## config.mk

```make
export PLATFORM = sky130hd
export DESIGN_NAME = analog_input_diag_record
export DESIGN_NICKNAME = d
export VERILOG_FILES = /design/src/design/diag_pkg.sv /design/src/design/snap_if.sv /design/src/design/analog_input_diag_record.sv /design/src/design/snap_store.sv
export SDC_FILE = /design/constraint.sdc
export NUM_CORES = 1
export LEC_CHECK = 0
export ABC_AREA = 1
export BUFFER_PORTS_ARGS = -buffer_cell sky130_fd_sc_hd__buf_4
export CAP_MARGIN = 5
export CORE_MARGIN = 2
export CORE_UTILIZATION = 40
export DETAILED_ROUTE_END_ITERATION = 8
export PLACE_DENSITY = 0.56
export SYNTH_ARGS = -nofsm -noshare
export SYNTH_HDL_FRONTEND = slang
export SYNTH_HIERARCHICAL = 1
export SYNTH_SLANG_ARGS = --single-unit
```

## constraint.sdc

```tcl
create_clock -name clk -period 12.1 [get_ports clk]
set_input_delay 1.21 -clock clk [delete_from_list [all_inputs] [get_ports clk]]
set_output_delay 1.21 -clock clk [all_outputs]
set_load 0.05 [all_outputs]
```

## src/design/diag_pkg.sv

```systemverilog
package diag_pkg;

  // ==========================================================
  // record layout (byte offsets)
  localparam int unsigned REC_BYTES     = 20;
  localparam int unsigned SHORT_BYTES   = 4;
  localparam int unsigned OFF_SUMMARY   = 0;
  localparam int unsigned OFF_MODINFO   = 1;
  localparam int unsigned OFF_RESERVED  = 2;
  localparam int unsigned OFF_INTERNAL  = 3;
  localparam int unsigned OFF_CHTYPE    = 4;
  localparam int unsigned OFF_DIAG_BITS_PER_CHANNEL    = 5;
  localparam int unsigned OFF_CHANNEL_COUNT     = 6;
  localparam int unsigned OFF_GROUPERR  = 7;
  localparam int unsigned OFF_CHANNEL0_ERROR    = 8;
  localparam int unsigned OFF_TIMESTAMP = 16;

  // ==========================================================
  // constant bytes and reset values
  localparam logic [7:0] MODINFO_RST   = 8'h15;
  localparam logic [7:0] CHTYPE_RST    = 8'h71;
  localparam logic [7:0] DIAG_BITS_PER_CHANNEL_RST    = 8'h08;
  localparam logic [7:0] CHANNEL_COUNT_RST     = 8'h02;
  localparam logic [7:0] ZERO_BYTE_RST = 8'h00;
  localparam int unsigned NUM_CH       = 2;

  // ==========================================================
  // field bit positions
  localparam int unsigned SUM_MOD_FAIL  = 0;
  localparam int unsigned SUM_INTERNAL  = 1;
  localparam int unsigned SUM_EXTERNAL  = 2;
  localparam int unsigned SUM_CHANNEL   = 3;
  localparam int unsigned SUM_AUX_MISS  = 4;
  localparam int unsigned SUM_PARAM     = 7;
  localparam int unsigned INT_BUF_OVF   = 3;
  localparam int unsigned INT_COMM      = 4;
  localparam int unsigned INT_PI_LOST   = 6;
  localparam int unsigned CH_PARAM      = 0;
  localparam int unsigned CH_WIRE_BREAK = 4;
  localparam int unsigned CH_PI_LOST    = 5;
  localparam int unsigned CH_UNDERFLOW  = 6;
  localparam int unsigned CH_OVERFLOW   = 7;

  // ==========================================================
  // access paths and selectors
  localparam logic [1:0]  PATH_RECORD_SET = 2'h0;
  localparam logic [1:0]  PATH_CANOPEN    = 2'h1;
  localparam logic [1:0]  PATH_ETHERCAT   = 2'h2;
  localparam logic [15:0] RS_FULL         = 16'h0001;
  localparam logic [15:0] RS_SHORT        = 16'h0000;
  localparam logic [15:0] CO_FULL         = 16'h2f01;
  localparam logic [15:0] CO_SHORT        = 16'h2f00;
  localparam logic [15:0] ECAT_INDEX      = 16'h5005;
  localparam logic [7:0]  ECAT_SUB_FIRST  = 8'h02;
  localparam logic [7:0]  ECAT_SUB_LAST   = 8'h11;
  localparam logic [7:0]  ECAT_SUB_TS     = 8'h13;

  // ==========================================================
  // timing
  localparam int unsigned CLK_NS    = 4;
  localparam int unsigned TICK_NS   = 1000;
  localparam int unsigned US_CYCLES = TICK_NS / CLK_NS;

endpackage

```

## src/design/snap_if.sv

```systemverilog
`timescale 1ns/100ps
interface snap_if;
  import diag_pkg::*;
  logic                   we;
  logic [8*REC_BYTES-1:0] wdata;
  logic [4:0]             raddr;
  logic [31:0]            rdata;

  modport writer (output we, output wdata, output raddr, input rdata);
  modport store  (input we, input wdata, input raddr, output rdata);
endinterface

```

## src/design/analog_input_diag_record.sv

```systemverilog
`timescale 1ns/100ps
// Function
// - record set 01h serves full record, 00h serves only first four bytes.
// - CANopen index 2F01h serves full record, 2F00h first four bytes.
// - EtherCAT index 5005h, one field per subindex, 02h summary to 13h timestamp.
// - summary byte flags module, internal, external, channel, aux supply, param.
// - module info byte is 15h: class 0101b, channel info present.
// - internal byte flags buffer overflow, communication error, lost interrupt.
// - channel type byte reads 71h, analog input.
// - diagnostic bits per channel reads 08h.
// - channel count reads 02h.
// - group error byte bit 0 for group 0, bit 1 for group 1.
// - channel byte flags param, wire break, lost interrupt, underflow, overflow.
// - final four bytes hold ticker value captured at the diagnostic event.
// - 32-bit microsecond ticker, zero at power-up, wraps after maximum.
// - incoming event on fault, going event on clear, changes between ignored.
module analog_input_diag_record
  import diag_pkg::*;
#(
  parameter int unsigned TICK_CYCLES = US_CYCLES
) (
  input  wire logic         clk,
  input  wire logic         rst,
  input  wire logic         module_fail,
  input  wire logic         aux_supply_missing,
  input  wire logic         param_error,
  input  wire logic         diag_buffer_overflow,
  input  wire logic         comm_error,
  input  wire logic         irq_lost,
  input  wire logic [1:0]   ch_param_error,
  input  wire logic [1:0]   ch_wire_break,
  input  wire logic [1:0]   ch_irq_lost,
  input  wire logic [1:0]   ch_underflow,
  input  wire logic [1:0]   ch_overflow,
  input  wire logic         rd_req,
  input  wire logic [1:0]   rd_path,
  input  wire logic [15:0]  rd_select,
  input  wire logic [7:0]   rd_offset,
  output logic              rd_valid,
  output logic              rd_err,
  output logic [31:0]       rd_data,
  output logic              diag_incoming,
  output logic              diag_going,
  output logic              diag_active,
  output logic [31:0]       us_ticker
);

  // ==========================================================
  // input synchronisers
  localparam int unsigned NRAW = 16;

  logic [NRAW-1:0] raw;
  logic [NRAW-1:0] s1_q;
  logic [NRAW-1:0] s2_q;
  logic [NRAW-1:0] s3_q;
  logic [NRAW-1:0] flt_q;

  assign raw = {ch_overflow, ch_underflow, ch_irq_lost, ch_wire_break,
                ch_param_error, irq_lost, comm_error, diag_buffer_overflow,
                param_error, aux_supply_missing, module_fail};

  always_ff @(posedge clk) begin
    if (rst) begin
      s1_q <= '0;
      s2_q <= '0;
      s3_q <= '0;
    end else begin
      s1_q <= raw;
      s2_q <= s1_q;
      s3_q <= s2_q;
    end
  end

  // a level counts only once two stages agree, filtering one-cycle glitches
  genvar g;
  generate
    for (g = 0; g < NRAW; g++) begin : gen_filt
      always_ff @(posedge clk) begin
        if (rst) begin
          flt_q[g] <= 1'b0;
        end else if (s2_q[g] == s3_q[g]) begin
          flt_q[g] <= s2_q[g];
        end
      end
    end
  endgenerate

  logic       f_mod_fail;
  logic       f_aux;
  logic       f_param;
  logic       f_buf_ovf;
  logic       f_comm;
  logic       f_irq_lost;
  logic [1:0] f_ch_param;
  logic [1:0] f_ch_wire;
  logic [1:0] f_ch_irq;
  logic [1:0] f_ch_under;
  logic [1:0] f_ch_over;

  assign {f_ch_over, f_ch_under, f_ch_irq, f_ch_wire, f_ch_param,
          f_irq_lost, f_comm, f_buf_ovf, f_param, f_aux, f_mod_fail} = flt_q;

  // ==========================================================
  // microsecond ticker
  logic [7:0]  div_q;
  logic        us_tick;
  logic [31:0] ticker_q;

  assign us_tick = (div_q == 8'(TICK_CYCLES - 1));

  always_ff @(posedge clk) begin
    if (rst) begin
      div_q <= 8'h00;
    end else if (us_tick) begin
      div_q <= 8'h00;
    end else begin
      div_q <= div_q + 8'h01;
    end
  end

  // wraps to zero after all ones by plain overflow
  always_ff @(posedge clk) begin
    if (rst) begin
      ticker_q <= 32'h0000_0000;
    end else if (us_tick) begin
      ticker_q <= ticker_q + 32'h0000_0001;
    end
  end

  assign us_ticker = ticker_q;

  // ==========================================================
  // live fault bytes
  logic [7:0] live_internal;
  logic [7:0] live_ch [NUM_CH];
  logic [2:0] live_mod;

  always_comb begin
    live_internal = 8'h00;
    live_internal[INT_BUF_OVF] = f_buf_ovf;
    live_internal[INT_COMM]    = f_comm;
    live_internal[INT_PI_LOST] = f_irq_lost;
  end

  assign live_mod = {f_param, f_aux, f_mod_fail};

  generate
    for (g = 0; g < NUM_CH; g++) begin : gen_live
      always_comb begin
        live_ch[g] = 8'h00;
        live_ch[g][CH_PARAM]      = f_ch_param[g];
        live_ch[g][CH_WIRE_BREAK] = f_ch_wire[g];
        live_ch[g][CH_PI_LOST]    = f_ch_irq[g];
        live_ch[g][CH_UNDERFLOW]  = f_ch_under[g];
        live_ch[g][CH_OVERFLOW]   = f_ch_over[g];
      end
    end
  endgenerate

  // ==========================================================
  // incoming and going events
  // unit 0 is the module itself, units 1.. are the channels
  localparam int unsigned NUNIT = NUM_CH + 1;

  logic [NUNIT-1:0] cause;
  logic [NUNIT-1:0] active_q;
  logic [NUNIT-1:0] inc;
  logic [NUNIT-1:0] gone;

  always_comb begin
    cause[0] = (|live_mod) | (|live_internal);
    for (int u = 1; u < NUNIT; u++) begin
      cause[u] = |live_ch[u-1];
    end
  end

  assign inc  = cause & ~active_q;
  assign gone = ~cause & active_q;

  always_ff @(posedge clk) begin
    if (rst) begin
      active_q <= '0;
    end else begin
      active_q <= cause;
    end
  end

  always_ff @(posedge clk) begin
    if (rst) begin
      diag_incoming <= 1'b0;
      diag_going    <= 1'b0;
    end else begin
      diag_incoming <= |inc;
      diag_going    <= |gone;
    end
  end

  assign diag_active = |active_q;

  // ==========================================================
  // recorded diagnostic fields
  // a unit's bytes move only on its own edge, so changes while it stays
  // faulty are dropped until the going event
  logic [2:0]  rec_mod_q;
  logic [7:0]  rec_internal_q;
  logic [7:0]  rec_ch_q [NUM_CH];
  logic [31:0] rec_ts_q;

  always_ff @(posedge clk) begin
    if (rst) begin
      rec_mod_q      <= 3'h0;
      rec_internal_q <= ZERO_BYTE_RST;
    end else if (inc[0] || gone[0]) begin
      rec_mod_q      <= live_mod;
      rec_internal_q <= live_internal;
    end
  end

  generate
    for (g = 0; g < NUM_CH; g++) begin : gen_rec
      always_ff @(posedge clk) begin
        if (rst) begin
          rec_ch_q[g] <= ZERO_BYTE_RST;
        end else if (inc[g+1] || gone[g+1]) begin
          rec_ch_q[g] <= live_ch[g];
        end
      end
    end
  endgenerate

  always_ff @(posedge clk) begin
    if (rst) begin
      rec_ts_q <= 32'h0000_0000;
    end else if ((|inc) || (|gone)) begin
      rec_ts_q <= ticker_q;
    end
  end

  // ==========================================================
  // record assembly
  logic [7:0]             summary;
  logic [7:0]             group_err;
  logic [8*REC_BYTES-1:0] rec_vec;

  always_comb begin
    group_err = 8'h00;
    for (int c = 0; c < NUM_CH; c++) begin
      group_err[c] = |rec_ch_q[c];
    end
  end

  always_comb begin
    summary = 8'h00;
    summary[SUM_MOD_FAIL] = rec_mod_q[0];
    summary[SUM_INTERNAL] = |rec_internal_q;
    summary[SUM_EXTERNAL] = rec_ch_q[0][CH_WIRE_BREAK] | rec_ch_q[1][CH_WIRE_BREAK];
    summary[SUM_CHANNEL]  = |group_err;
    summary[SUM_AUX_MISS] = rec_mod_q[1];
    summary[SUM_PARAM]    = rec_mod_q[2] | rec_ch_q[0][CH_PARAM] | rec_ch_q[1][CH_PARAM];
  end

  always_comb begin
    rec_vec = '0;
    rec_vec[8*OFF_SUMMARY  +: 8]  = summary;
    rec_vec[8*OFF_MODINFO  +: 8]  = MODINFO_RST;
    rec_vec[8*OFF_RESERVED +: 8]  = ZERO_BYTE_RST;
    rec_vec[8*OFF_INTERNAL +: 8]  = rec_internal_q;
    rec_vec[8*OFF_CHTYPE   +: 8]  = CHTYPE_RST;
    rec_vec[8*OFF_DIAG_BITS_PER_CHANNEL   +: 8]  = DIAG_BITS_PER_CHANNEL_RST;
    rec_vec[8*OFF_CHANNEL_COUNT    +: 8]  = CHANNEL_COUNT_RST;
    rec_vec[8*OFF_GROUPERR +: 8]  = group_err;
    for (int c = 0; c < NUM_CH; c++) begin
      rec_vec[8*(OFF_CHANNEL0_ERROR+c) +: 8] = rec_ch_q[c];
    end
    rec_vec[8*OFF_TIMESTAMP +: 32] = rec_ts_q;
  end

  // ==========================================================
  // access decode
  // returns {error, snapshot, wide, byte address}
  function automatic logic [7:0] decode(input logic [1:0]  path,
                                        input logic [15:0] sel,
                                        input logic [7:0]  off);
    logic       err;
    logic       snap;
    logic       wide;
    logic [4:0] addr;
    err  = 1'b0;
    snap = (off == 8'h00);
    wide = 1'b0;
    addr = off[4:0];
    case (path)
      PATH_RECORD_SET, PATH_CANOPEN: begin
        if (sel == ((path == PATH_CANOPEN) ? CO_FULL : RS_FULL)) begin
          err = (32'(off) >= REC_BYTES);
        end else if (sel == ((path == PATH_CANOPEN) ? CO_SHORT : RS_SHORT)) begin
          err = (32'(off) >= SHORT_BYTES);
        end else begin
          err = 1'b1;
        end
      end
      PATH_ETHERCAT: begin
        snap = 1'b1;
        if (sel != ECAT_INDEX) begin
          err = 1'b1;
        end else if (off >= ECAT_SUB_FIRST && off <= ECAT_SUB_LAST) begin
          addr = 5'(off - ECAT_SUB_FIRST);
        end else if (off == ECAT_SUB_TS) begin
          addr = 5'(OFF_TIMESTAMP);
          wide = 1'b1;
        end else begin
          err = 1'b1;
        end
      end
      default: begin
        err = 1'b1;
      end
    endcase
    return {err, snap & ~err, wide, addr};
  endfunction

  // ==========================================================
  // read pipeline and snapshot store
  snap_if sp ();

  logic [7:0] dec;
  logic       p1_valid_q;
  logic       p1_err_q;
  logic       p1_wide_q;
  logic [4:0] p1_addr_q;
  logic       p2_valid_q;
  logic       p2_err_q;
  logic       p2_wide_q;
  logic       rd_valid_q;
  logic       rd_err_q;
  logic [31:0] rd_data_q;

  assign dec = decode(rd_path, rd_select, rd_offset);

  // the first byte of a record set or CANopen read refreshes the snapshot, and so does
  // every EtherCAT subindex read; later bytes of a record set or CANopen read come
  // from it even if a new event lands meanwhile
  assign sp.we    = rd_req & dec[6];
  assign sp.wdata = rec_vec;
  assign sp.raddr = p1_addr_q;

  snap_store u_store (
    .clk (clk),
    .sp  (sp.store)
  );

  always_ff @(posedge clk) begin
    if (rst) begin
      p1_valid_q <= 1'b0;
      p1_err_q   <= 1'b0;
      p1_wide_q  <= 1'b0;
      p1_addr_q  <= 5'h00;
    end else begin
      p1_valid_q <= rd_req;
      p1_err_q   <= dec[7];
      p1_wide_q  <= dec[5];
      p1_addr_q  <= dec[4:0];
    end
  end

  always_ff @(posedge clk) begin
    if (rst) begin
      p2_valid_q <= 1'b0;
      p2_err_q   <= 1'b0;
      p2_wide_q  <= 1'b0;
    end else begin
      p2_valid_q <= p1_valid_q;
      p2_err_q   <= p1_err_q;
      p2_wide_q  <= p1_wide_q;
    end
  end

  always_ff @(posedge clk) begin
    if (rst) begin
      rd_valid_q <= 1'b0;
      rd_err_q   <= 1'b0;
      rd_data_q  <= 32'h0000_0000;
    end else begin
      rd_valid_q <= p2_valid_q;
      rd_err_q   <= p2_valid_q & p2_err_q;
      if (!p2_valid_q || p2_err_q) begin
        rd_data_q <= 32'h0000_0000;
      end else if (p2_wide_q) begin
        rd_data_q <= sp.rdata;
      end else begin
        rd_data_q <= {24'h000000, sp.rdata[7:0]};
      end
    end
  end

  assign rd_valid = rd_valid_q;
  assign rd_err   = rd_err_q;
  assign rd_data  = rd_data_q;

endmodule // analog_input_diag_record

```

## src/design/snap_store.sv

```systemverilog
`timescale 1ns/100ps
module snap_store
  import diag_pkg::*;
(
  input wire logic clk,
  snap_if.store    sp
);

  logic [7:0] mem_q [REC_BYTES];
  logic [31:0] rdata_q;

  // whole record written in one edge, so a read never sees a mix of two events
  always_ff @(posedge clk) begin
    if (sp.we) begin
      for (int i = 0; i < REC_BYTES; i++) begin
        mem_q[i] <= sp.wdata[8*i +: 8];
      end
    end
  end

  always_ff @(posedge clk) begin
    for (int k = 0; k < 4; k++) begin
      if (32'(sp.raddr) + 32'(k) < REC_BYTES) begin
        rdata_q[8*k +: 8] <= mem_q[32'(sp.raddr) + 32'(k)];
      end else begin
        rdata_q[8*k +: 8] <= 8'h00;
      end
    end
  end

  assign sp.rdata = rdata_q;

endmodule // snap_store

```

# Word-level counts from Yosys, hierarchy flattened
# Memories as Yosys holds them, arrays and structs flattened. A register that Yosys moved wholly into a read port is not among the register bits.
# Cells that the tools add are included.
[classes]
n_mux = 26
n_reduce_logical = 29
order_cmp = 8
n_eq_ne = 23
bitwise = 16
addsub = 6
[op_table]
columns = ["op", "count"]
rows = [
  ["$lt 32x5->1 const B", 3],
  ["$add 32x1->32 const B", 1],
  ["$eq 16x14->1", 2],
  ["$mux 5", 6],
  ["$mux 14", 2],
  ["$reduce_or 3->1", 7],
  ["$mux 1", 17],
  ["$eq 1x1->1", 16],
  ["$ne 16x15->1 const B", 1],
  ["$reduce_or 16->1", 1],
  ["$reduce_or 8->1", 2],
  ["$add 5x2->6 const B", 2],
  ["$reduce_or 5->1", 2],
  ["$add 8x1->8 const B", 1],
  ["$eq 8x5->1 const B", 1],
  ["$eq 8x8->1 const B", 1],
  ["$ge 8x2->1 const B", 1],
  ["$ge 8x3->1 const B", 1],
  ["$ge 8x5->1 const B", 1],
  ["$le 8x5->1 const B", 1],
  ["$logic_not 8->1", 1],
  ["$add 5x1->6 const B", 1],
  ["$and 3x3->3", 2],
  ["$not 3->3", 2],
  ["14 further kinds", 33],
]
[totals]
ff_bits = 192
output_inout_bits = 69
ramBits = 170
mem_count = 2
[mem_list]
columns = ["name", "depth", "word_bits", "rd", "rd_ports_with_merged_regs", "wr", "line", "source"]
rows = [
  ["u_store.mem_q", 20, 8, 4, 4, 20, "snap_store.sv:9", "logic [7:0] mem_q [REC_BYTES];"],
  ["rec_ch_q", 2, 5, 2, 0, 2, "analog_input_diag_record.sv:206", "logic [7:0] rec_ch_q [NUM_CH];"],
]

# Logic depth before layout (Yosys ltp)
[logic_depth]
word_depth = 11
ltp_mapped = 15
ltp_nobuf = 11

# By module
# Netlist, hierarchy kept.
[modules_own_cells]
columns = ["mod", "seq_area_each_um2", "area_each_um2", "cells_each", "instances"]
rows = [
  ["snap_store", 5445.2, 10548.9, 1277, 1],
  ["analog_input_diag_record", 4144.0, 7935.1, 1068, 1],
]

# Worst setup path before layout
# OpenSTA, ideal clock, no wires.
[synth_path]
path_type = "input to register"
start = "input port rd_path[1]"
end = "memory u_store.mem_q[0][0], enable pin"
required_ns = 11.366
t_arrival_ns = 9.704
cell_stages = 8
setup_time_ns = 0.734
path_slack_ns = 1.662
cell_sequence = "inv_1 nor2_1 nand2_1 nor2_1 nand3_1 nor2_2 nor2_1 a21oi_1"
[synth_rtl]
columns = ["item", "line", "source"]
rows = [
  ["start, declared", "analog_input_diag_record.sv:36", "input wire logic [1:0] rd_path,"],
  ["end, declared", "snap_store.sv:9", ""],
]

==> parameters.txt <==
Parameter                              Value

Status
  Status ... finished, final reports clean

Placed design
  Hpwl dp ... 35980 um
  Number of port buffers ... 113
  Routability Congestion ... 0.8888

Route
  Total Routed Length ... 53090 um
  Number of vias per cell after detailed routing ... 5.169
  Final antenna-violating net count ... 0
  DRC marker count from the first detailed-route iteration ... 1484
  Remaining routing DRC violations ... 0
  Final routed wire length divided by cell count ... 16.88 um
  Total number of vias ... 16262
  Pre-antenna DRT Iters ... 9

Synth
  Yosys warnings ... 6
  Count of state elements after synthesis ... 394
  Cells taking the most area after synthesis ... sky130_fd_sc_hd__edfxtp_1 28%, sky130_fd_sc_hd__dfxtp_1 24%, sky130_fd_sc_hd__nand3_1 14%
  Fraction of synthesized cell area in xor and xnor cells ... 0.9544%
  Async S/R FF share, synth ... 0%
  Post-synthesis cell type with the largest combined area ... sky130_fd_sc_hd__edfxtp_1
  Main combinational cell family by area after synthesis ... simple AND/OR/NAND/NOR gates
  Count of flip-flops with a built-in enable after synthesis ... 170
  Area share of fa/ha/maj cells after synthesis ... 1.015%
  Simple-gate portion of the synthesized area ... 32.13%
  Number of instances in the synthesized netlist ... 2345
  Area of the mapped netlist ... 18480 um2
  Share of the synthesized area in the top cell type ... 27.62%
  Part of the Yosys area used for sequential elements ... 51.88%
  Synth cell types ... 45
  Most used flip-flop cell after synthesis ... sky130_fd_sc_hd__dfxtp_1
  Mux contribution to synthesized area ... 0%
  Post-Synthesis Mean Instance Area ... 7.882 um2
  Synth Area in Compound Gates ... 6.539%

Pwr
  Power share of the sequential group ... 47.6%
  Internal cell power ... 0.002257 W
  Part of the power in combinational logic ... 9.7%
  Standby leakage power ... 8.942 nW
  Peak supply drop ... 0.0001298 V
  Sw Pwr ... 0.0007720 W
  Switching Share ... 25.48%
  Clock Power Share ... 42.7%
  Power density relative to cell area ... 141.2 nW/um2

Floorplan
  Die footprint ... 47950 um2
  Vertical die dimension ... 219.0 um
  # IOs ... 114
  Starting density of the core ... 40.64%
  Horizontal die dimension ... 219.0 um
  Area of the placeable core ... 45480 um2
  Standard-cell rows ... 78

Worst setup path
  Number of buffers and inverters on the critical path ... 3
  Cell Chain, Critical Path ... buf_4 -> inv_1 -> nor2_1 -> nand2_1 -> nor2_1 -> nand3_1 -> nor2_2 -> nor2_1 -> a21oi_4 -> buf_4
  Startpoint class of the critical path ... input pin
  Critical Path RT ... 12.29 ns
  Most used cell, CP ... sky130_fd_sc_hd__nor2_1
  Critical path class ... input pin to register
  Register-to-Register Setup Slack ... 8.46 ns
  Endpoint arrival time on the critical path ... 3.91 ns
  Kind of cell adding the most delay to the critical path ... simple AND/OR/NAND/NOR gates
  Worst Setup End Kind ... register
  Max stage delay on crit path ... 0.79 ns
  Crit Path Max Fanout ... 67
  Critical Path Slowest Stage Cell ... sky130_fd_sc_hd__buf_4

STA
  Transition time of the tightest slew-check pin ... 1.131 ns
  Final number of setup-violating endpoints ... 0
  Hold_ws ... 0.3981 ns
  Final setup TNS ... 0 ns
  Final hold viol count ... 0
  Final worst-path cycle share ... 30.76%
  Final Max Slew Viols ... 0
  Max-Slew Margin vs Limit ... 24.41%
  Maximum clock skew at final layout ... 0.03653 ns
  Highest achievable clock rate ... 268.7 MHz
  Min Tclk post-route ... 3.722 ns
  RSZ-0062 raised after global routing ... false

Clocking
  Clock-pin slew on the worst setup and hold paths ... 0.06 ns
  Number of CTS-inserted buffers ... 42
  Setup Fix Bufs, Post-CTS ... 0
  CTS sink cnt ... 394
  Insertion delay to the later sink of the worst-skew pair ... 0.59 ns
  Number of resized instances in the post-cts repair step ... 0
  Clock Path Buffers ... 3
  H-Tree Level Count ... 2
  TritonCTS clock tree ... built
  CTS Root Cell ... sky130_fd_sc_hd__clkbuf_16
  Cts hold-fix bufs ... 0

Flow run
  Count of maximum capacitance violations ... 0

Layout
  Nets ... 2572
  Antenna Cells ... 0
  Share of post-route cells with drive strength above 1 ... 9.701%
  Area added between synthesis and finish ... 16.08%

Global routing
  Wire length of the first global-routing pass ... 84590 um
  Largest net degree at the start of global routing ... 102
  Vias in the first global route ... 15353
  Initial antenna violation count ... 0
  Combined global-route utilization of all metal layers ... 22.49%
  Total congestion overflow after global routing ... 0

Worst hold path
  Worst hold path type ... register to register
metal layers:
metal | share of wire [%] | up-vias | wire (um) | GRT usage, %
met1 | 44 | 7534 | 23410 | 30.72
li1 | - | 8000 | - | -
met2 | 45 | 609 | 24090 | 35.96
met5 | 0 | - | 0 | 0
met3 | 6.9 | 119 | 3656 | 3.257
met4 | 3.6 | 0 | 1934 | 8.851
cells in the mapped netlist (all sizes together) (6+ instances only):
| cell | count |
|---|---|
| ha | 15 |
| nor2 | 300 |
| clkbuf | 45 |
| xor2 | 15 |
| nand4 | 11 |
| o211ai | 6 |
| edfxtp | 170 |
| o21ai | 122 |
| a21oi | 96 |
| nand3 | 510 |
| inv | 211 |
| nor3 | 11 |
| or2 | 6 |
| buf | 65 |
| dfxtp | 224 |
| nand2 | 519 |
final cells by class:
type	instances	area [um2]
clock inverters	19	220.2
fillers	4519	24020
well taps	600	750.7
multi-input cells	1733	7928
repair buffers	128	960.9
clock buffers	59	1199
inverters	213	804.5
flip-flops and latches	394	9594
stage by stage:
stage	setup slack, ns	std cells	total power [W]	instance area, um2	util (%)
2_1_floorplan	1.662	2450	0.001665	18880	-
3_3_place_gp	7.870	3068	0.001756	20040	44.06
3_5_place_dp	7.787	3068	0.001758	20040	44.06
4_1_cts	8.387	3146	0.003065	21460	47.18
5_1_grt	8.153	3146	0.003154	21460	47.18
6_report	8.378	3146	0.003029	21460	47.18
worst min-delay path: cells and delay by family (launching register included):
family / cells / cell delay, ns
flip-flops: 1 / 0.29
AND/OR/NAND/NOR: 1 / 0.03
buffers and inverters: 1 / 0.04
power by group through the flow:
stage / clock [W] / combinational [W] / sequential (W)
2_1_floorplan: 0 / 0.000200 / 0.00146
3_3_place_gp: 0 / 0.000285 / 0.00147
3_5_place_dp: 0 / 0.000287 / 0.00147
4_1_cts: 0.00133 / 0.000289 / 0.00144
5_1_grt: 0.00138 / 0.000325 / 0.00145
6_report: 0.00129 / 0.000293 / 0.00144
cell families (layout without fill, tap and decap cells):
family	count (synthesis)	after routing
simple gates	1364	1364
fa+ha+maj	15	15
xor+xnor	15	15
buf+inv	323	419
compound gates	232	232
other cells	2	107
flops	394	394
state kept, by name (all words and copies together) (netlist names), 3 cells and up:
| name | flops |
|---|---|
| active_q | 3 |
| div_q | 8 |
| p1_addr_q | 5 |
| rd_data | 32 |
| rec_ch_q | 10 |
| rec_internal_q | 3 |
| rec_mod_q | 3 |
| rec_ts_q | 32 |
| s1_q | 16 |
| s2_q | 16 |
| s3_q | 16 |
| u_store/mem_q | 160 |
| u_store/sp.rdata | 32 |
| us_ticker | 32 |
worst paths after layout:
kind / cells after the start / to / from
hold reg to reg: 2 / s2_q[3] / s1_q[3]
hold / removal: 2 / s2_q[3] / s1_q[3]
setup / recovery: 10 / u_store/mem_q[15][3] / rd_path[1]
setup reg to reg: 8 / u_store/sp.rdata[30] / p1_addr_q[0]
cells in the final DEF (no fill, tap or decap), types with 12 or more instances in the layout:
cell type,Yosys,final
sky130_fd_sc_hd__inv_1,199,198
sky130_fd_sc_hd__inv_2,11,12
sky130_fd_sc_hd__nand2_1,513,513
sky130_fd_sc_hd__buf_4,18,128
sky130_fd_sc_hd__a21oi_1,96,95
sky130_fd_sc_hd__dfxtp_1,224,222
sky130_fd_sc_hd__nand3_1,508,508
sky130_fd_sc_hd__edfxtp_1,170,170
sky130_fd_sc_hd__nor2_1,288,288
sky130_fd_sc_hd__conb_1,2,107
sky130_fd_sc_hd__o21ai_0,113,113
sky130_fd_sc_hd__clkbuf_1,45,12
sky130_fd_sc_hd__ha_1,15,14
sky130_fd_sc_hd__clkbuf_16,0,45
Power figures use the tool's default switching activity.
